**src/inc/sffw_map.svh**
```systemverilog
// Bit positions, reset values and limits of the fast feedback word
`ifndef SFFW_MAP_SVH
`define SFFW_MAP_SVH
`define SFFW_WORD_OFFSET  4'h0
`define SFFW_WORD_RESET   32'h00000000
`define SFFW_BIT_SOL      31
`define SFFW_BIT_RDY      30
`define SFFW_BIT_PERR     29
`define SFFW_BIT_FAULT    28
`define SFFW_BIT_INPUT    27
`define SFFW_BIT_DN       26
`define SFFW_BIT_UP       25
`define SFFW_POS_MSB      24
`define SFFW_POS_W        25
`define SFFW_STEPS_W      26
`define SFFW_STEPS_MIN    26'h0000002
`define SFFW_ST13_MAX     26'h0002000
`define SFFW_MT21_MAX     26'h0200000
`define SFFW_MT25_MAX     26'h2000000
`define SFFW_ST13_MASK    25'h0001FFF
`define SFFW_MT21_MASK    25'h01FFFFF
`define SFFW_MT25_MASK    25'h1FFFFFF
`define SFFW_RED_W        4
`define SFFW_RED_RESET    4'h0
`endif

```
**src/inc/sffw_pkg.sv**
```systemverilog
// Types of the fast feedback word block
package sffw_pkg;
    typedef enum logic [1:0] {
        SFFW_ENC_ST13,
        SFFW_ENC_MT21,
        SFFW_ENC_MT25,
        SFFW_ENC_RSVD
    } sffw_enc_type;

    typedef enum logic [1:0] {
        SFFW_UNCONF,
        SFFW_RUN,
        SFFW_PERR
    } sffw_state_type;
endpackage : sffw_pkg

```
**src/inc/sffw_dir_if.sv**
```systemverilog
// Position samples to the direction detector and its status back
`timescale 1ns/1ps
`include "sffw_map.svh"
interface sffw_dir_if;
    logic                        sample;
    logic [`SFFW_POS_MSB:0]      position;
    logic [`SFFW_POS_MSB:0]      mask;
    logic                        up;
    logic                        down;
    modport src  (output sample, output position, output mask,
                  input up, input down);
    modport dirn (input sample, input position, input mask,
                  output up, output down);
endinterface : sffw_dir_if

```
**src/rtl/sffw_sync.sv**
```systemverilog
// Two-flop synchroniser for asynchronous pin levels
`timescale 1ns/1ps
module sffw_sync #(
    parameter int W = 1
) (
    input  wire logic         clock,
    input  wire logic         rst_n,
    input  wire logic [W-1:0] din,
    output logic      [W-1:0] dout
);
    logic [W-1:0] meta;

    // First stage feeds only the second
    always_ff @(posedge clock or negedge rst_n) begin
        if (!rst_n) begin
            meta <= '0;
            dout <= '0;
        end else begin
            meta <= din;
            dout <= meta;
        end
    end
endmodule : sffw_sync

```
**src/rtl/sffw_dir.sv**
```systemverilog
// Direction detector with wrap through zero
`timescale 1ns/1ps
`include "sffw_map.svh"
module sffw_dir (
    input  wire logic clock,
    input  wire logic rst_n,
    sffw_dir_if.dirn  dif
);
    logic [`SFFW_POS_MSB:0] prev;
    logic [`SFFW_POS_MSB:0] next_prev;
    logic                   have;
    logic                   next_have;
    logic                   up;
    logic                   next_up;
    logic                   down;
    logic                   next_down;
    logic [`SFFW_POS_MSB:0] diff;
    logic                   fwd;

    // Modular step within the encoder resolution
    assign diff = (dif.position - prev) & dif.mask;
    assign fwd  = (diff <= (dif.mask >> 1));

    // Direction holds until the position moves again
    always_comb begin
        next_prev = prev;
        next_have = have;
        next_up   = up;
        next_down = down;
        if (dif.sample) begin
            next_prev = dif.position & dif.mask;
            next_have = 1'b1;
            if (have && diff != '0) begin
                next_up   = fwd;
                next_down = !fwd;
            end
        end
    end

    always_ff @(posedge clock or negedge rst_n) begin
        if (!rst_n) begin
            prev <= '0;
            have <= 1'b0;
            up   <= 1'b0;
            down <= 1'b0;
        end else begin
            prev <= next_prev;
            have <= next_have;
            up   <= next_up;
            down <= next_down;
        end
    end

    assign dif.up   = up;
    assign dif.down = down;

    property p_dir_down;
        @(posedge clock) disable iff (!rst_n)
        dif.sample && have && diff != '0 && !fwd |=> down && !up;
    endproperty
    a_dir_down: assert property (p_dir_down)
        else $error("down status not set on falling position");

    property p_dir_up;
        @(posedge clock) disable iff (!rst_n)
        dif.sample && have && diff != '0 && fwd |=> up && !down;
    endproperty
    a_dir_up: assert property (p_dir_up)
        else $error("up status not set on rising position");
endmodule : sffw_dir

```
**src/rtl/sffw_top.sv**
```systemverilog
// Fast-mode feedback word of the absolute encoder input module
//
// Behaviour
// - bit 31 is zero without sign of life, else the toggle.
// - bit 30 carries the ready flag; feedback valid.
// - bit 29 carries the parameter error flag.
// - bit 28 carries one group fault: encoder errors or supply short.
// - bits 27, 26, 25 carry input, down and up status.
// - bits 0 to 24 carry the encoder position.
// - parameter error set when total steps out of range for type.
// - parameter error cleared when a valid parameter set arrives.
// - group fault on short, missing, wire break, mismatch, defect, parity.
// - group fault clears by itself once all causes are gone.
// - sign of life works only in isochronous mode.
// - sign of life inverts on each encoder value read in.
// - with sampling reduction, toggle only on real acquisitions.
// - input status bit follows the digital input level.
// - down status on position falling, wrap through zero included.
// - ready only with correct parameters and module active.
`timescale 1ns/1ps
`include "sffw_map.svh"
module sffw_top (
    input  wire logic                      clock,
    input  wire logic                      resetn,
    input  wire logic                      cfg_strobe,
    input  wire logic [`SFFW_STEPS_W-1:0]  cfg_total_steps,
    input  wire logic [1:0]                cfg_encoder_type,
    input  wire logic                      cfg_iso_mode,
    input  wire logic                      cfg_sign_of_life,
    input  wire logic [`SFFW_RED_W-1:0]    cfg_reduction,
    input  wire logic                      module_active,
    input  wire logic                      iso_cycle,
    input  wire logic                      value_strobe,
    input  wire logic [`SFFW_POS_MSB:0]    value_position,
    input  wire logic                      frame_parity_error,
    input  wire logic                      encoder_missing,
    input  wire logic                      wire_break,
    input  wire logic                      encoder_mismatch,
    input  wire logic                      encoder_defective,
    input  wire logic                      supply_short,
    input  wire logic                      digital_input,
    output logic                           sample_request,
    output logic [31:0]                    feedback_word
);
    logic                           rst_meta;
    logic                           rst_n;
    logic [1:0]                     pins_sync;
    logic                           input_sync;
    logic                           short_sync;

    sffw_pkg::sffw_state_type       state;
    sffw_pkg::sffw_state_type       next_state;
    sffw_pkg::sffw_enc_type         enc;
    sffw_pkg::sffw_enc_type         next_enc;
    logic                           iso;
    logic                           next_iso;
    logic                           sol_on;
    logic                           next_sol_on;
    logic [`SFFW_RED_W-1:0]         red;
    logic [`SFFW_RED_W-1:0]         next_red;
    logic [`SFFW_STEPS_W-1:0]       steps_max;
    logic                           steps_bad;
    logic                           param_error;

    logic [`SFFW_RED_W-1:0]         red_cnt;
    logic [`SFFW_RED_W-1:0]         next_red_cnt;
    logic                           next_sample_request;
    logic                           sol_active;
    logic                           sol_bit;
    logic                           next_sol_bit;

    logic                           parity_fault;
    logic                           next_parity_fault;
    logic                           any_cause;
    logic                           group_fault;
    logic                           next_group_fault;

    logic [`SFFW_POS_MSB:0]         position;
    logic [`SFFW_POS_MSB:0]         next_position;
    logic [`SFFW_POS_MSB:0]         pos_mask;
    logic                           ready;
    logic [31:0]                    next_word;

    sffw_dir_if                     dif ();

    // Reset release through two flops
    always_ff @(posedge clock or negedge resetn) begin
        if (!resetn) begin
            rst_meta <= 1'b0;
            rst_n    <= 1'b0;
        end else begin
            rst_meta <= 1'b1;
            rst_n    <= rst_meta;
        end
    end

    // Pin levels into the clock domain
    sffw_sync #(.W(2)) u_sync (
        .clock (clock),
        .rst_n (rst_n),
        .din   ({digital_input, supply_short}),
        .dout  (pins_sync)
    );
    assign input_sync = pins_sync[1];
    assign short_sync = pins_sync[0];

    // Step limit and resolution per encoder type
    always_comb begin
        case (sffw_pkg::sffw_enc_type'(cfg_encoder_type))
            sffw_pkg::SFFW_ENC_ST13: steps_max = `SFFW_ST13_MAX;
            sffw_pkg::SFFW_ENC_MT21: steps_max = `SFFW_MT21_MAX;
            sffw_pkg::SFFW_ENC_MT25: steps_max = `SFFW_MT25_MAX;
            default:                 steps_max = '0;
        endcase
        case (enc)
            sffw_pkg::SFFW_ENC_ST13: pos_mask = `SFFW_ST13_MASK;
            sffw_pkg::SFFW_ENC_MT21: pos_mask = `SFFW_MT21_MASK;
            default:                 pos_mask = `SFFW_MT25_MASK;
        endcase
    end

    // Total steps outside the permitted range
    assign steps_bad = (cfg_total_steps < `SFFW_STEPS_MIN)
                    || (cfg_total_steps > steps_max);

    // Parameter state: each new set is checked afresh
    always_comb begin
        next_state  = state;
        next_enc    = enc;
        next_iso    = iso;
        next_sol_on = sol_on;
        next_red    = red;
        if (cfg_strobe) begin
            next_enc    = sffw_pkg::sffw_enc_type'(cfg_encoder_type);
            next_iso    = cfg_iso_mode;
            next_sol_on = cfg_sign_of_life;
            next_red    = cfg_reduction;
            case (state)
                sffw_pkg::SFFW_UNCONF,
                sffw_pkg::SFFW_RUN,
                sffw_pkg::SFFW_PERR: begin
                    if (steps_bad) begin
                        next_state = sffw_pkg::SFFW_PERR;
                    end else begin
                        next_state = sffw_pkg::SFFW_RUN;
                    end
                end
                default: next_state = sffw_pkg::SFFW_UNCONF;
            endcase
        end
    end

    always_ff @(posedge clock or negedge rst_n) begin
        if (!rst_n) begin
            state  <= sffw_pkg::SFFW_UNCONF;
            enc    <= sffw_pkg::SFFW_ENC_MT25;
            iso    <= 1'b0;
            sol_on <= 1'b0;
            red    <= `SFFW_RED_RESET;
        end else begin
            state  <= next_state;
            enc    <= next_enc;
            iso    <= next_iso;
            sol_on <= next_sol_on;
            red    <= next_red;
        end
    end

    assign param_error = (state == sffw_pkg::SFFW_PERR);
    // Ready needs good parameters and an active module
    assign ready = (state == sffw_pkg::SFFW_RUN)
                && module_active;

    // Sign of life only in isochronous mode
    assign sol_active = iso && sol_on;

    // Reduced acquisition request and sign-of-life toggle
    always_comb begin
        next_red_cnt        = red_cnt;
        next_sample_request = 1'b0;
        next_sol_bit        = sol_bit;
        if (!iso) begin
            next_red_cnt = '0;
        end else if (iso_cycle) begin
            if (red_cnt == '0) begin
                next_sample_request = 1'b1;
                next_red_cnt        = red;
            end else begin
                next_red_cnt = red_cnt - 1'b1;
            end
        end
        if (!sol_active) begin
            next_sol_bit = 1'b0;
        end else if (value_strobe) begin
            next_sol_bit = !sol_bit;
        end
    end

    always_ff @(posedge clock or negedge rst_n) begin
        if (!rst_n) begin
            red_cnt        <= `SFFW_RED_RESET;
            sample_request <= 1'b0;
            sol_bit        <= 1'b0;
        end else begin
            red_cnt        <= next_red_cnt;
            sample_request <= next_sample_request;
            sol_bit        <= next_sol_bit;
        end
    end

    // Fault causes; parity fault holds until a clean frame
    assign any_cause = short_sync || encoder_missing || wire_break
                    || encoder_mismatch || encoder_defective
                    || parity_fault;

    always_comb begin
        next_parity_fault = parity_fault;
        next_position     = position;
        if (value_strobe) begin
            next_parity_fault = frame_parity_error;
            if (!frame_parity_error) begin
                next_position = value_position & pos_mask;
            end
        end
        next_group_fault = any_cause;
    end

    always_ff @(posedge clock or negedge rst_n) begin
        if (!rst_n) begin
            parity_fault <= 1'b0;
            group_fault  <= 1'b0;
            position     <= '0;
        end else begin
            parity_fault <= next_parity_fault;
            group_fault  <= next_group_fault;
            position     <= next_position;
        end
    end

    // Clean frames go to the direction detector
    assign dif.sample   = value_strobe && !frame_parity_error;
    assign dif.position = value_position;
    assign dif.mask     = pos_mask;

    sffw_dir u_dir (
        .clock (clock),
        .rst_n (rst_n),
        .dif   (dif)
    );

    // Assemble the feedback word
    always_comb begin
        next_word                     = `SFFW_WORD_RESET;
        next_word[`SFFW_BIT_SOL]      = sol_active && sol_bit;
        next_word[`SFFW_BIT_RDY]      = ready;
        next_word[`SFFW_BIT_PERR]     = param_error;
        next_word[`SFFW_BIT_FAULT]    = group_fault;
        next_word[`SFFW_BIT_INPUT]    = input_sync;
        next_word[`SFFW_BIT_DN]       = dif.down;
        next_word[`SFFW_BIT_UP]       = dif.up;
        next_word[`SFFW_POS_MSB:0]    = position;
    end

    always_ff @(posedge clock or negedge rst_n) begin
        if (!rst_n) begin
            feedback_word <= `SFFW_WORD_RESET;
        end else begin
            feedback_word <= next_word;
        end
    end

    // Checks on the word and its causes
    property p_sol_zero;
        @(posedge clock) disable iff (!rst_n)
        !sol_active |=> !feedback_word[`SFFW_BIT_SOL];
    endproperty
    a_sol_zero: assert property (p_sol_zero)
        else $error("sign of life bit set while inactive");

    property p_sol_toggle;
        @(posedge clock) disable iff (!rst_n)
        sol_active && value_strobe ##1 sol_active
            |=> feedback_word[`SFFW_BIT_SOL] != $past(sol_bit, 2);
    endproperty
    a_sol_toggle: assert property (p_sol_toggle)
        else $error("sign of life did not toggle on new value");

    property p_sol_hold;
        @(posedge clock) disable iff (!rst_n)
        sol_active && !value_strobe |=> sol_bit == $past(sol_bit);
    endproperty
    a_sol_hold: assert property (p_sol_hold)
        else $error("sign of life toggled without acquisition");

    property p_ready;
        @(posedge clock) disable iff (!rst_n)
        feedback_word[`SFFW_BIT_RDY]
            |-> $past(state == sffw_pkg::SFFW_RUN && module_active);
    endproperty
    a_ready: assert property (p_ready)
        else $error("ready shown without valid operation");

    property p_perr_no_ready;
        @(posedge clock) disable iff (!rst_n)
        feedback_word[`SFFW_BIT_PERR] |-> !feedback_word[`SFFW_BIT_RDY];
    endproperty
    a_perr_no_ready: assert property (p_perr_no_ready)
        else $error("ready shown with parameter error");

    property p_perr_set;
        @(posedge clock) disable iff (!rst_n)
        cfg_strobe && steps_bad |=> ##1 feedback_word[`SFFW_BIT_PERR];
    endproperty
    a_perr_set: assert property (p_perr_set)
        else $error("bad step count not flagged");

    property p_perr_clear;
        @(posedge clock) disable iff (!rst_n)
        cfg_strobe && !steps_bad |=> ##1 !feedback_word[`SFFW_BIT_PERR];
    endproperty
    a_perr_clear: assert property (p_perr_clear)
        else $error("parameter error not cleared by good set");

    property p_fault_set;
        @(posedge clock) disable iff (!rst_n)
        any_cause |=> ##1 feedback_word[`SFFW_BIT_FAULT];
    endproperty
    a_fault_set: assert property (p_fault_set)
        else $error("group fault missing for active cause");

    property p_fault_clear;
        @(posedge clock) disable iff (!rst_n)
        !any_cause |=> ##1 !feedback_word[`SFFW_BIT_FAULT];
    endproperty
    a_fault_clear: assert property (p_fault_clear)
        else $error("group fault stuck after causes gone");

    property p_input;
        @(posedge clock) disable iff (!rst_n)
        1'b1 |=> feedback_word[`SFFW_BIT_INPUT] == $past(input_sync);
    endproperty
    a_input: assert property (p_input)
        else $error("input status does not follow input");

    property p_pos;
        @(posedge clock) disable iff (!rst_n)
        value_strobe && !frame_parity_error
            |=> ##1 feedback_word[`SFFW_POS_MSB:0]
                    == ($past(value_position, 2) & $past(pos_mask, 2));
    endproperty
    a_pos: assert property (p_pos)
        else $error("position field wrong");

    property p_dir_word;
        @(posedge clock) disable iff (!rst_n)
        1'b1 |=> feedback_word[`SFFW_BIT_UP] == $past(dif.up)
              && feedback_word[`SFFW_BIT_DN] == $past(dif.down);
    endproperty
    a_dir_word: assert property (p_dir_word)
        else $error("direction bits misplaced");

    // Main scenarios
    c_sol_toggle: cover property (@(posedge clock) disable iff (!rst_n)
        sol_active && value_strobe);
    c_perr: cover property (@(posedge clock) disable iff (!rst_n)
        cfg_strobe && steps_bad);
    c_fault: cover property (@(posedge clock) disable iff (!rst_n)
        feedback_word[`SFFW_BIT_FAULT]);
    c_down: cover property (@(posedge clock) disable iff (!rst_n)
        feedback_word[`SFFW_BIT_DN]);
endmodule : sffw_top

```
**config.mk**
```make
export PLATFORM = sky130hd
export DESIGN_NAME = sffw_top
export DESIGN_NICKNAME = d
export VERILOG_FILES = /design/src/inc/sffw_pkg.sv /design/src/inc/sffw_dir_if.sv /design/src/rtl/sffw_sync.sv /design/src/rtl/sffw_dir.sv /design/src/rtl/sffw_top.sv
export VERILOG_INCLUDE_DIRS = /design/src /design/src/inc
export SDC_FILE = /design/constraint.sdc
export NUM_CORES = 1
export LEC_CHECK = 0
export BUFFER_PORTS_ARGS = -buffer_cell sky130_fd_sc_hd__buf_4
export CORE_UTILIZATION = 55
export DETAILED_ROUTE_END_ITERATION = 12
export PLACE_DENSITY = 0.85
export SETUP_SLACK_MARGIN = 0.1
export SLEW_MARGIN = 20
export SYNTH_ARGS = -nofsm -noshare
export SYNTH_HDL_FRONTEND = slang
export SYNTH_SLANG_ARGS = --single-unit
```
**constraint.sdc**
```tcl
create_clock -name clock -period 2.9 [get_ports clock]
set_input_delay 0.435 -clock clock [delete_from_list [all_inputs] [get_ports clock]]
set_output_delay 0.435 -clock clock [all_outputs]
set_load 0.05 [all_outputs]
```
==> results of run 1 <==
==> where the power goes <==
part / internal (mW) / leakage (nW) / total [mW] / switching, mW
registers: 1.32 / 1.03 / 1.41 / 0.0902
logic: 0.821 / 2.04 / 1.87 / 1.05
clock network: 0.408 / 0.0910 / 0.883 / 0.475
total: 2.55 / 3.16 / 4.17 / 1.62
==> cells in the mapped netlist (all sizes together), types with 11 or more instances <==
cell type	instances	area, sq um
dfrtp	83	2080
inv	43	161
nor3	14	70.1
nand2	55	206
clkbuf	11	41.3
o21ai	44	220
a21oi	26	134
ha	31	388
mux2	12	135
nand3	13	65.1
nor2	25	93.8
o211ai	13	103
==> sequential cells by signal, summed over array words and instances (netlist names) <==
name / count
enc: 2
feedback_word: 32
group_fault: 1
iso: 1
parity_fault: 1
red: 4
red_cnt: 4
rst_meta: 1
rst_n: 1
sample_request: 1
sol_bit: 1
sol_on: 1
state: 2
u_dir.dif.down: 1
u_dir.dif.up: 1
u_dir.have: 1
u_dir.prev: 25
u_sync.dout: 2
u_sync.meta: 2
==> logic make-up (layout without fill, tap and decap cells) <==
family | after synthesis | count (layout) | share of synthesized area (%)
muxes | 15 | 15 | 3.45
AOI/OAI and AO/OA | 137 | 137 | 19.3
other | 1 | 1 | 0.0783
DFF | 84 | 84 | 43.9
buffers and inverters | 61 | 245 | 4.93
adders and majority gates | 32 | 32 | 8.51
xor gates and xnor gates | 18 | 18 | 3.29
and+or+nand+nor | 160 | 160 | 16.6
==> layout make-up <==
cell class | instances | area (sq um)
Sequential cell | 84 | 2110
Multi-Input combinational cell | 363 | 2650
Clock buffer | 10 | 128
Fill cell | 523 | 1660
Inverter | 43 | 174
Tap cell | 105 | 131
Timing Repair Buffer | 186 | 1420
Clock inverter | 6 | 72.6
==> critical path, delay by kind of cell (launching register included) <==
family / cells / cell delay (ps)
fa+ha+maj: 2 / 410
flops: 1 / 420
buf+inv: 3 / 310
simple gates: 5 / 1210
compound gates: 5 / 820
==> how the worst max path moves through the flow <==
stage	startpoint	end	slack, ps	depth (start not counted)
3_3_place_gp	value_position[0]	u_dir.dif.up$_DFFE_PN0P_	-480	18
2_1_floorplan	value_position[0]	u_dir.dif.up$_DFFE_PN0P_	-180	17
5_1_grt	u_dir.prev[7]$_DFFE_PN0P_	u_dir.dif.up$_DFFE_PN0P_	-530	14
4_1_cts	u_dir.prev[0]$_DFFE_PN0P_	u_dir.dif.up$_DFFE_PN0P_	-310	13
3_5_place_dp	value_position[0]	u_dir.dif.up$_DFFE_PN0P_	-620	18
6_report	u_dir.prev[0]$_DFFE_PN0P_	u_dir.dif.up$_DFFE_PN0P_	-390	15
==> per-layer routing <==
layer  global-route usage, %  routed length (um)
met5                       0                   0
met4                    14.1                 351
met3                    4.31                 679
met2                    52.9                6700
met1                    36.2                5490
==> stage by stage <==
stage               setup TNS, ps  instance area, sq um
global route                 -958                  6680
finish                       -685                  6680
global placement             -882                  6220
detailed placement          -1150                  6220
floorplan                    -274                  4840
CTS                          -524                  6500
==> repair_timing <==
item / CTS / global route
hold buffers: 1 / 0
pin swaps: 3 / 17
endpoints found under the setup margin: 2 / 2
endpoints found under the hold margin: 2 / 0
setup buffers: 5 / 3
gates resized for setup: 8 / 22
==> implementation parameters, run 1 <==
Parameter                              Value

Layout
  Layout cells sized above 1    37.1%
  Util after Layout    80.1%
  Highest-count cells in the layout ignoring fill and taps    184 x sky130_fd_sc_hd__buf_4, 82 x sky130_fd_sc_hd__dfrtp_1, 54 x sky130_fd_sc_hd__nand2_1
  Post-Layout Cell Count    797
  Most common cell after layout, fill and taps aside    sky130_fd_sc_hd__buf_4
  Number of nets in the finished design    791
  Area growth from synthesis to final layout    39.3%
  Count of antenna diodes in the layout    0

Timing
  Share of the cycle needed by the critical path after routing    113%
  Setup WS post-layout    -389 ps
  Relative slew slack    54.6%
  Setup violators final    2
  Clock skew    14.3 ps
  Hold Worst Slack    170 ps
  Peak clock frequency supported by timing    0.304 GHz
  RSZ-0062 raised after global routing    true
  Final-report hold violation count    0
  Time the worst path needs with I/O delays and setup    3290 ps
  Pin slew with the least headroom to its limit    678 ps
  Number of slew-limit violations in the final report    0

Die
  Floorplan die area    9090 sq um
  Placement Rows    33
  Die X-Extent    95.3 um
  Effective utilization at floorplan    57.5%
  Core Footprint    8340 sq um
  IO Count    105
  Vertical die dimension    95.3 um

Logic synthesis
  Synthesized area divided by synthesized cell count    9.43 sq um
  Yosys warning total    0
  Number of enable-type register cells in the synthesized netlist    0
  Yosys cell types    69
  Part of the Yosys area used for sequential elements    43.9%
  Number of cells produced by synthesis    508
  Post-synth net total    612
  Netlist area before placement    4790 sq um
  Async set or reset register ratio after synthesis    100%
  Prevailing post-synth register cell    sky130_fd_sc_hd__dfrtp_1
  Count of state elements after synthesis    84

Detailed routing
  Total via count after detailed routing    4495
  Number of search-and-repair iterations in the first detailed-routing pass    6
  Detail Route Antenna Nets    0
  Drt wl/cell    16.6 um
  Final routed DRC violation total    0
  Vias per cell    5.64
  Number of DRC markers after the initial detailed-route iteration    216
  Total Routed Length    13200 um

Min path
  Launch instance of the worst min-delay path    digital_input
  Path category of the worst min-delay check    input port to flip-flop
  Endpoint, Worst Hold    u_sync.meta[1]$_DFF_PN0_
  Hold Path Depth    1

Global route
  Wire length of the first global-routing pass    20700 um
  Initial antenna violation count    0
  Maximum number of pins on one net before global-route repair    83
  Vias in the first global route    4652
  Tot GR Track Use    30.1%
  Overflow left after global routing    0

Setup path
  Critical-path cell list    ha_4 -> inv_2 -> fa_2 -> nand3_4 -> a21oi_4 -> o21bai_4 -> buf_4 -> buf_4 -> and4b_1 -> nor2_1 -> or4bb_4 -> nor4_4 -> o221ai_2 -> o211ai_2 -> a21bo_1
  Arrival time at the worst endpoint    3540 ps
  Terminus of the critical flop-to-flop path    u_dir.dif.up$_DFFE_PN0P_
  Class of the most critical setup path    flip-flop to flip-flop
  Most common cell type on the critical path    sky130_fd_sc_hd__buf_4
  Crit. End Element    flip-flop
  Crit path max-delay cell type    sky130_fd_sc_hd__or4bb_4
  Reg2reg setup slack    -390 ps
  Cell depth of the worst flop-to-flop path    15
  Crit path largest cell delay    560 ps
  Category of the worst setup path launch point    flip-flop
  Startpoint of the lowest-slack register-to-register path    u_dir.prev[0]$_DFFE_PN0P_
  Data required time of the worst path    3160 ps
  Critical path fanouts, max    3

Placed design
  RD Place Congestion    0.949
  Number of port buffers    104
  Number of placed instances with taps included    771
  Pre-CTS setup slack    -621 ps
  HPWL after DPL    9890 um

Status
  Violated checks    setup timing
  Run status    complete, but fails checks

Power and ir drop
  IR drop worst, VDD    0.309 mV
  P_leak    3.16 nW
  Sum of internal, switching and leakage power    4.17 mW
  Power density cells    624 nW/um^2

Flow run
  Max Cap Violations    0

Clock tree
  Root buf cell    sky130_fd_sc_hd__clkbuf_8
  Clock tree from TritonCTS    built
  Clock insertion delay at the later pin of the skew report    370 ps
  Num CTS Buffers    9
  Clock-pin slew reported for the worst setup and hold paths after clock tree synthesis    100 ps
  Total number of H-tree levels    3
  CTS Sinks    84
  Bufs on Longest Clock Path    2
(Power assumes the default switching activity.)
==> inputs of run 2 (changes only) <==
Settings changed: CAP_MARGIN from default to 20, PLACE_DENSITY 0.85 to default, PLACE_DENSITY_LB_ADDON from default to 0.08.
==> implementation parameters, run 2 (same netlist as run 1, synthesis figures left out) <==
Parameter                              Value

Status
  Run status    complete, but fails checks
  Violated checks    setup timing

Timing
  Time the worst path needs with I/O delays and setup    3290 ps
  Clock skew    8.25 ps
  Pin slew with the least headroom to its limit    788 ps
  Hold Worst Slack    180 ps
  Relative slew slack    47.3%
  Total Negative Setup Slacks    -697 ps
  Number of slew-limit violations in the final report    0
  Final-report hold violation count    0
  Setup violators final    2
  Setup WS post-layout    -387 ps
  RSZ-0062 raised after global routing    true
  Share of the cycle needed by the critical path after routing    113%
  Peak clock frequency supported by timing    0.304 GHz

Die
  IO Count    105
  Placement Rows    33
  Die X-Extent    95.3 um
  Vertical die dimension    95.3 um
  Effective utilization at floorplan    57.5%
  Core Footprint    8340 sq um
  Floorplan die area    9090 sq um

Clock tree
  Clock-pin slew reported for the worst setup and hold paths after clock tree synthesis    90 ps
  CTS Sinks    84
  Num CTS Buffers    9
  Clock tree from TritonCTS    built
  Bufs on Longest Clock Path    2
  Root buf cell    sky130_fd_sc_hd__clkbuf_8
  Clock insertion delay at the later pin of the skew report    360 ps
  Total number of H-tree levels    3

Layout
  Combined area of the multi-input logic cells    2600 sq um
  Count of antenna diodes in the layout    0
  Number of nets in the finished design    800
  Most common cell after layout, fill and taps aside    sky130_fd_sc_hd__buf_4
  Util after Layout    80.1%
  Layout fillers    554
  Register with the most flip-flops    feedback_word
  Area growth from synthesis to final layout    39.4%
  Largest registers in the final layout    feedback_word x32, u_dir.prev x25
  Highest-count cells in the layout ignoring fill and taps    193 x sky130_fd_sc_hd__buf_4, 82 x sky130_fd_sc_hd__dfrtp_1, 55 x sky130_fd_sc_hd__nand2_1
  Layout cells sized above 1    36.7%
  Max FFs per register    32
  Sequential cell area    2110 sq um

Power and ir drop
  P_leak    3.20 nW
  IR drop worst, VDD    0.376 mV
  Power density cells    609 nW/um^2

Global route
  Overflow left after global routing    0
  Initial antenna violation count    0
  Maximum number of pins on one net before global-route repair    83
  Vias in the first global route    4381
  Wire length of the first global-routing pass    19900 um
  Tot GR Track Use    28.6%

Placed design
  RD Place Congestion    0.887
  HPWL after DPL    9460 um
  Number of port buffers    104

Setup path
  Critical-path cell list    ha_4 -> inv_2 -> fa_2 -> nand3_2 -> a21oi_2 -> o21bai_2 -> a21oi_2 -> o211a_1 -> o22a_1 -> ha_4 -> o21ai_4 -> nor4_4 -> a32oi_2 -> o21ba_2 -> o211ai_2 -> a21bo_1
  Buffer and inverter count on the worst path    1
  Data required time of the worst path    3160 ps
  Critical path fanouts, max    3
  Category of the worst setup path launch point    flip-flop
  Crit path max-delay cell type    sky130_fd_sc_hd__dfrtp_1
  Class of the most critical setup path    flip-flop to flip-flop
  Crit path largest cell delay    410 ps
  Crit. End Element    flip-flop
  Arrival time at the worst endpoint    3540 ps
  Top cell family by delay on the critical path    compound AO/OA/AOI/OAI gates

Detailed routing
  Detail Route Antenna Nets    0
  Drt wl/cell    15.5 um
  Total via count after detailed routing    4517
  Number of DRC markers after the initial detailed-route iteration    224
  Total Routed Length    12500 um
  Final routed DRC violation total    0
  Number of search-and-repair iterations in the first detailed-routing pass    5
  Vias per cell    5.60

Min path
  Path category of the worst min-delay check    input port to flip-flop

Flow run
  Max Cap Violations    0
run 2: path summary, 6_finish.rpt:
check / slack, ps / end / depth (start not counted) / from
min in group asynchronous: 260 / feedback_word[27]$_DFF_PN0_ / 0 / rst_n$_DFF_PN0_
hold reg to reg: 260 / feedback_word[27]$_DFF_PN0_ / 0 / rst_n$_DFF_PN0_
max in group asynchronous: 2000 / enc[1]$_DFFE_PN1P_ / 1 / rst_n$_DFF_PN0_
setup / recovery: -390 / u_dir.dif.up$_DFFE_PN0P_ / 16 / u_dir.prev[0]$_DFFE_PN0P_
setup reg to reg: -390 / u_dir.dif.up$_DFFE_PN0P_ / 16 / u_dir.prev[0]$_DFFE_PN0P_
hold / removal: 180 / u_sync.meta[1]$_DFF_PN0_ / 1 / digital_input
run 2: cell type report:
cell class,count,area share (%)
Multi-Input combinational cell,363,38.9
Sequential cell,84,31.5
Timing Repair Buffer,195,22.3
Inverter,43,2.60
Tap cell,105,1.97
Clock buffer,9,1.85
Clock inverter,7,0.880
run 2: report_power, final:
group / total [mW] / switching, mW / internal [mW]
Clock: 0.799 / 0.474 / 0.325
Combinational: 1.86 / 1.03 / 0.828
Sequential: 1.41 / 0.0906 / 1.32
Total: 4.06 / 1.59 / 2.47
run 2: worst reg2reg max path, delay by kind of cell (launching register included):
kind	cells	cell delay (ps)
AND/OR/NAND/NOR	2	240
adder cells (fa/ha/maj)	3	820
AO/OA/AOI/OAI	10	1690
flip-flops	1	410
buffers and inverters	1	40
run 2: timing repair:
| action | in CTS | in global routing |
|---|---|---|
| pin swaps | 8 | 1 |
| buffers inserted | 3 | 1 |
| hold buffers | 1 | 0 |
| endpoints found under the setup margin | 2 | 2 |
| gates resized for setup | 14 | 3 |
| hold endpoints to repair | 2 | 0 |
run 2: routing by layer:
layer	GRT usage [%]	vias up	wire [um]
met5	0	-	0
met4	9.47	0	224
met3	3.83	27	727
met2	49.9	165	6110
met1	36.5	2124	5470
li1	-	2201	-
run 2: stage by stage:
| stage | instance area [sq um] | power, mW | cells | setup slack [ps] |
|---|---|---|---|---|
| 2_1_floorplan | 4840 | 2.47 | 508 | -183 |
| 3_3_place_gp | 6320 | 3.12 | 784 | -475 |
| 3_5_place_dp | 6320 | 3.17 | 784 | -652 |
| 4_1_cts | 6630 | 4.03 | 804 | -305 |
| 5_1_grt | 6680 | 4.30 | 806 | -490 |
| 6_report | 6680 | 4.06 | 806 | -387 |
==> inputs of run 3 (changes only) <==
Settings changed: PLACE_DENSITY_LB_ADDON 0.08 to 0.1.
==> implementation parameters, run 3 (same netlist as run 1, synthesis figures left out) <==
Parameter                              Value

Power and ir drop
  P_leak    3.18 nW
  Power density cells    619 nW/um^2
  Internal power consumption    2.54 mW
  Net Sw Frac    38.4%
  Net Sw Power    1.59 mW
  Logic pwr share    44.7%
  Power share of the clock group    21.2%
  Sequential share of power    34.1%
  IR drop worst, VDD    0.391 mV

Clock tree
  Root buf cell    sky130_fd_sc_hd__clkbuf_8
  Num CTS Buffers    9
  Total number of H-tree levels    3
  Clock-pin slew reported for the worst setup and hold paths after clock tree synthesis    90 ps
  Clock tree from TritonCTS    built
  CTS Sinks    84
  Bufs on Longest Clock Path    2
  Clock insertion delay at the later pin of the skew report    360 ps

Timing
  Setup WS post-layout    -283 ps
  Share of the cycle needed by the critical path after routing    110%
  Pin slew with the least headroom to its limit    802 ps
  Clock skew    16.7 ps
  Peak clock frequency supported by timing    0.314 GHz
  Relative slew slack    46.3%
  RSZ-0062 raised after global routing    true
  Number of slew-limit violations in the final report    0
  Time the worst path needs with I/O delays and setup    3180 ps
  Final-report hold violation count    0
  Setup violators final    2
  Hold Worst Slack    180 ps

Die
  IO Count    105
  Die X-Extent    95.3 um
  Vertical die dimension    95.3 um
  Effective utilization at floorplan    57.5%
  Placement Rows    33
  Floorplan die area    9090 sq um
  Core Footprint    8340 sq um

Layout
  Largest registers in the final layout    feedback_word x32, u_dir.prev x25
  Layout fillers    533
  Highest-count cells in the layout ignoring fill and taps    189 x sky130_fd_sc_hd__buf_4, 82 x sky130_fd_sc_hd__dfrtp_1, 54 x sky130_fd_sc_hd__nand2_1
  Final instance area    6670 sq um
  Register with the most flip-flops    feedback_word
  Number of nets in the finished design    796
  Area growth from synthesis to final layout    39.1%
  Most common cell after layout, fill and taps aside    sky130_fd_sc_hd__buf_4
  Max FFs per register    32
  Count of antenna diodes in the layout    0
  Layout cells sized above 1    36.6%

Setup path
  Top cell family by delay on the critical path    compound AO/OA/AOI/OAI gates
  Cell depth of the worst flop-to-flop path    16
  Category of the worst setup path launch point    flip-flop
  Crit path max-delay cell type    sky130_fd_sc_hd__dfrtp_1
  Crit. End Element    flip-flop
  Crit path largest cell delay    410 ps
  Class of the most critical setup path    flip-flop to flip-flop
  Critical-path cell list    ha_4 -> inv_2 -> fa_2 -> nand3_2 -> a21oi_2 -> o21bai_2 -> a21oi_2 -> o211a_1 -> o22a_1 -> ha_4 -> o21ai_2 -> nor4_2 -> a32oi_1 -> o21ba_2 -> o211ai_2 -> a21bo_1
  Buffer and inverter count on the worst path    1
  Depth of the critical timing path with buffers and inverters included    16
  Critical path fanouts, max    3
  Data required time of the worst path    3140 ps
  Arrival time at the worst endpoint    3430 ps

Min path
  Path category of the worst min-delay check    input port to flip-flop
  Hold Path Depth    1

Status
  Violated checks    setup timing
  Run status    complete, but fails checks

Global route
  Initial antenna violation count    0
  Wire length of the first global-routing pass    20200 um
  Vias in the first global route    4458
  Overflow left after global routing    0
  Tot GR Track Use    29.3%
  Maximum number of pins on one net before global-route repair    83

Detailed routing
  Vias per cell    5.58
  Detail Route Antenna Nets    0
  Total via count after detailed routing    4479
  Drt wl/cell    15.9 um
  Number of search-and-repair iterations in the first detailed-routing pass    4
  Final routed DRC violation total    0
  Number of DRC markers after the initial detailed-route iteration    185
  Total Routed Length    12800 um

Placed design
  HPWL after DPL    9570 um
  Placed cell area    6260 sq um
  Number of port buffers    104
  RD Place Congestion    0.927

Flow run
  Max Cap Violations    0
==> run 3: power groups by stage <==
stage / Combinational (mW) / Sequential [mW] / Clock, mW
after floorplan: 0.837 / 1.63 / 0
after global placement: 1.66 / 1.43 / 0
after detailed placement: 1.70 / 1.45 / 0
after CTS: 1.76 / 1.42 / 0.880
after global routing: 2.00 / 1.43 / 0.924
final: 1.84 / 1.41 / 0.873
==> run 3: per-stage QoR <==
step                      setup TNS (ps)  setup slack, ps  util, %  power [mW]  std cells
after floorplan                     -274             -183        -        2.47        508
after global placement             -1020             -554     75.1        3.09        776
after detailed placement           -1120             -597     75.1        3.14        776
after CTS                           -471             -272     78.5        4.06        800
after global routing                -826             -460     79.9        4.35        802
final                               -475             -283     79.9        4.12        802
==> run 3: routing by layer <==
| layer | vias up | part of all wire, % | global-route usage (%) | wire [um] |
|---|---|---|---|---|
| li1 | 2189 | - | - | - |
| met1 | 2135 | 43 | 36.3 | 5530 |
| met2 | 132 | 50 | 52.3 | 6370 |
| met3 | 23 | 4.9 | 4.07 | 624 |
| met4 | 0 | 1.9 | 9.34 | 239 |
| met5 | - | 0 | 0 | 0 |
==> run 3: final timing paths <==
kind / startpoint / to / slack (ps)
min: supply_short / u_sync.meta[0]$_DFF_PN0_ / 180
max in group asynchronous: rst_n$_DFF_PN0_ / enc[1]$_DFFE_PN1P_ / 2040
max reg2reg: u_dir.prev[0]$_DFFE_PN0P_ / u_dir.dif.up$_DFFE_PN0P_ / -280
max: u_dir.prev[0]$_DFFE_PN0P_ / u_dir.dif.up$_DFFE_PN0P_ / -280
min reg2reg: rst_n$_DFF_PN0_ / u_dir.prev[5]$_DFFE_PN0P_ / 230
min in group asynchronous: rst_n$_DFF_PN0_ / u_dir.prev[5]$_DFFE_PN0P_ / 230
==> run 3: cell type report <==
type | instances | area (sq um) | share of cell area (%)
Timing Repair Buffer | 191 | 1460 | 21.9
Tap cell | 105 | 131 | 1.97
Clock buffer | 10 | 128 | 1.91
Clock inverter | 6 | 71.3 | 1.07
Sequential cell | 84 | 2110 | 31.6
Multi-Input combinational cell | 363 | 2600 | 39.0
Inverter | 43 | 174 | 2.61
==> run 3: timing repair <==
| item | CTS | global route |
|---|---|---|
| endpoints found under the setup margin | 2 | 2 |
| hold buffers | 1 | 0 |
| pin swaps | 4 | 7 |
| gates resized for setup | 8 | 12 |
| endpoints found under the hold margin | 2 | 0 |
| setup buffers | 7 | 1 |
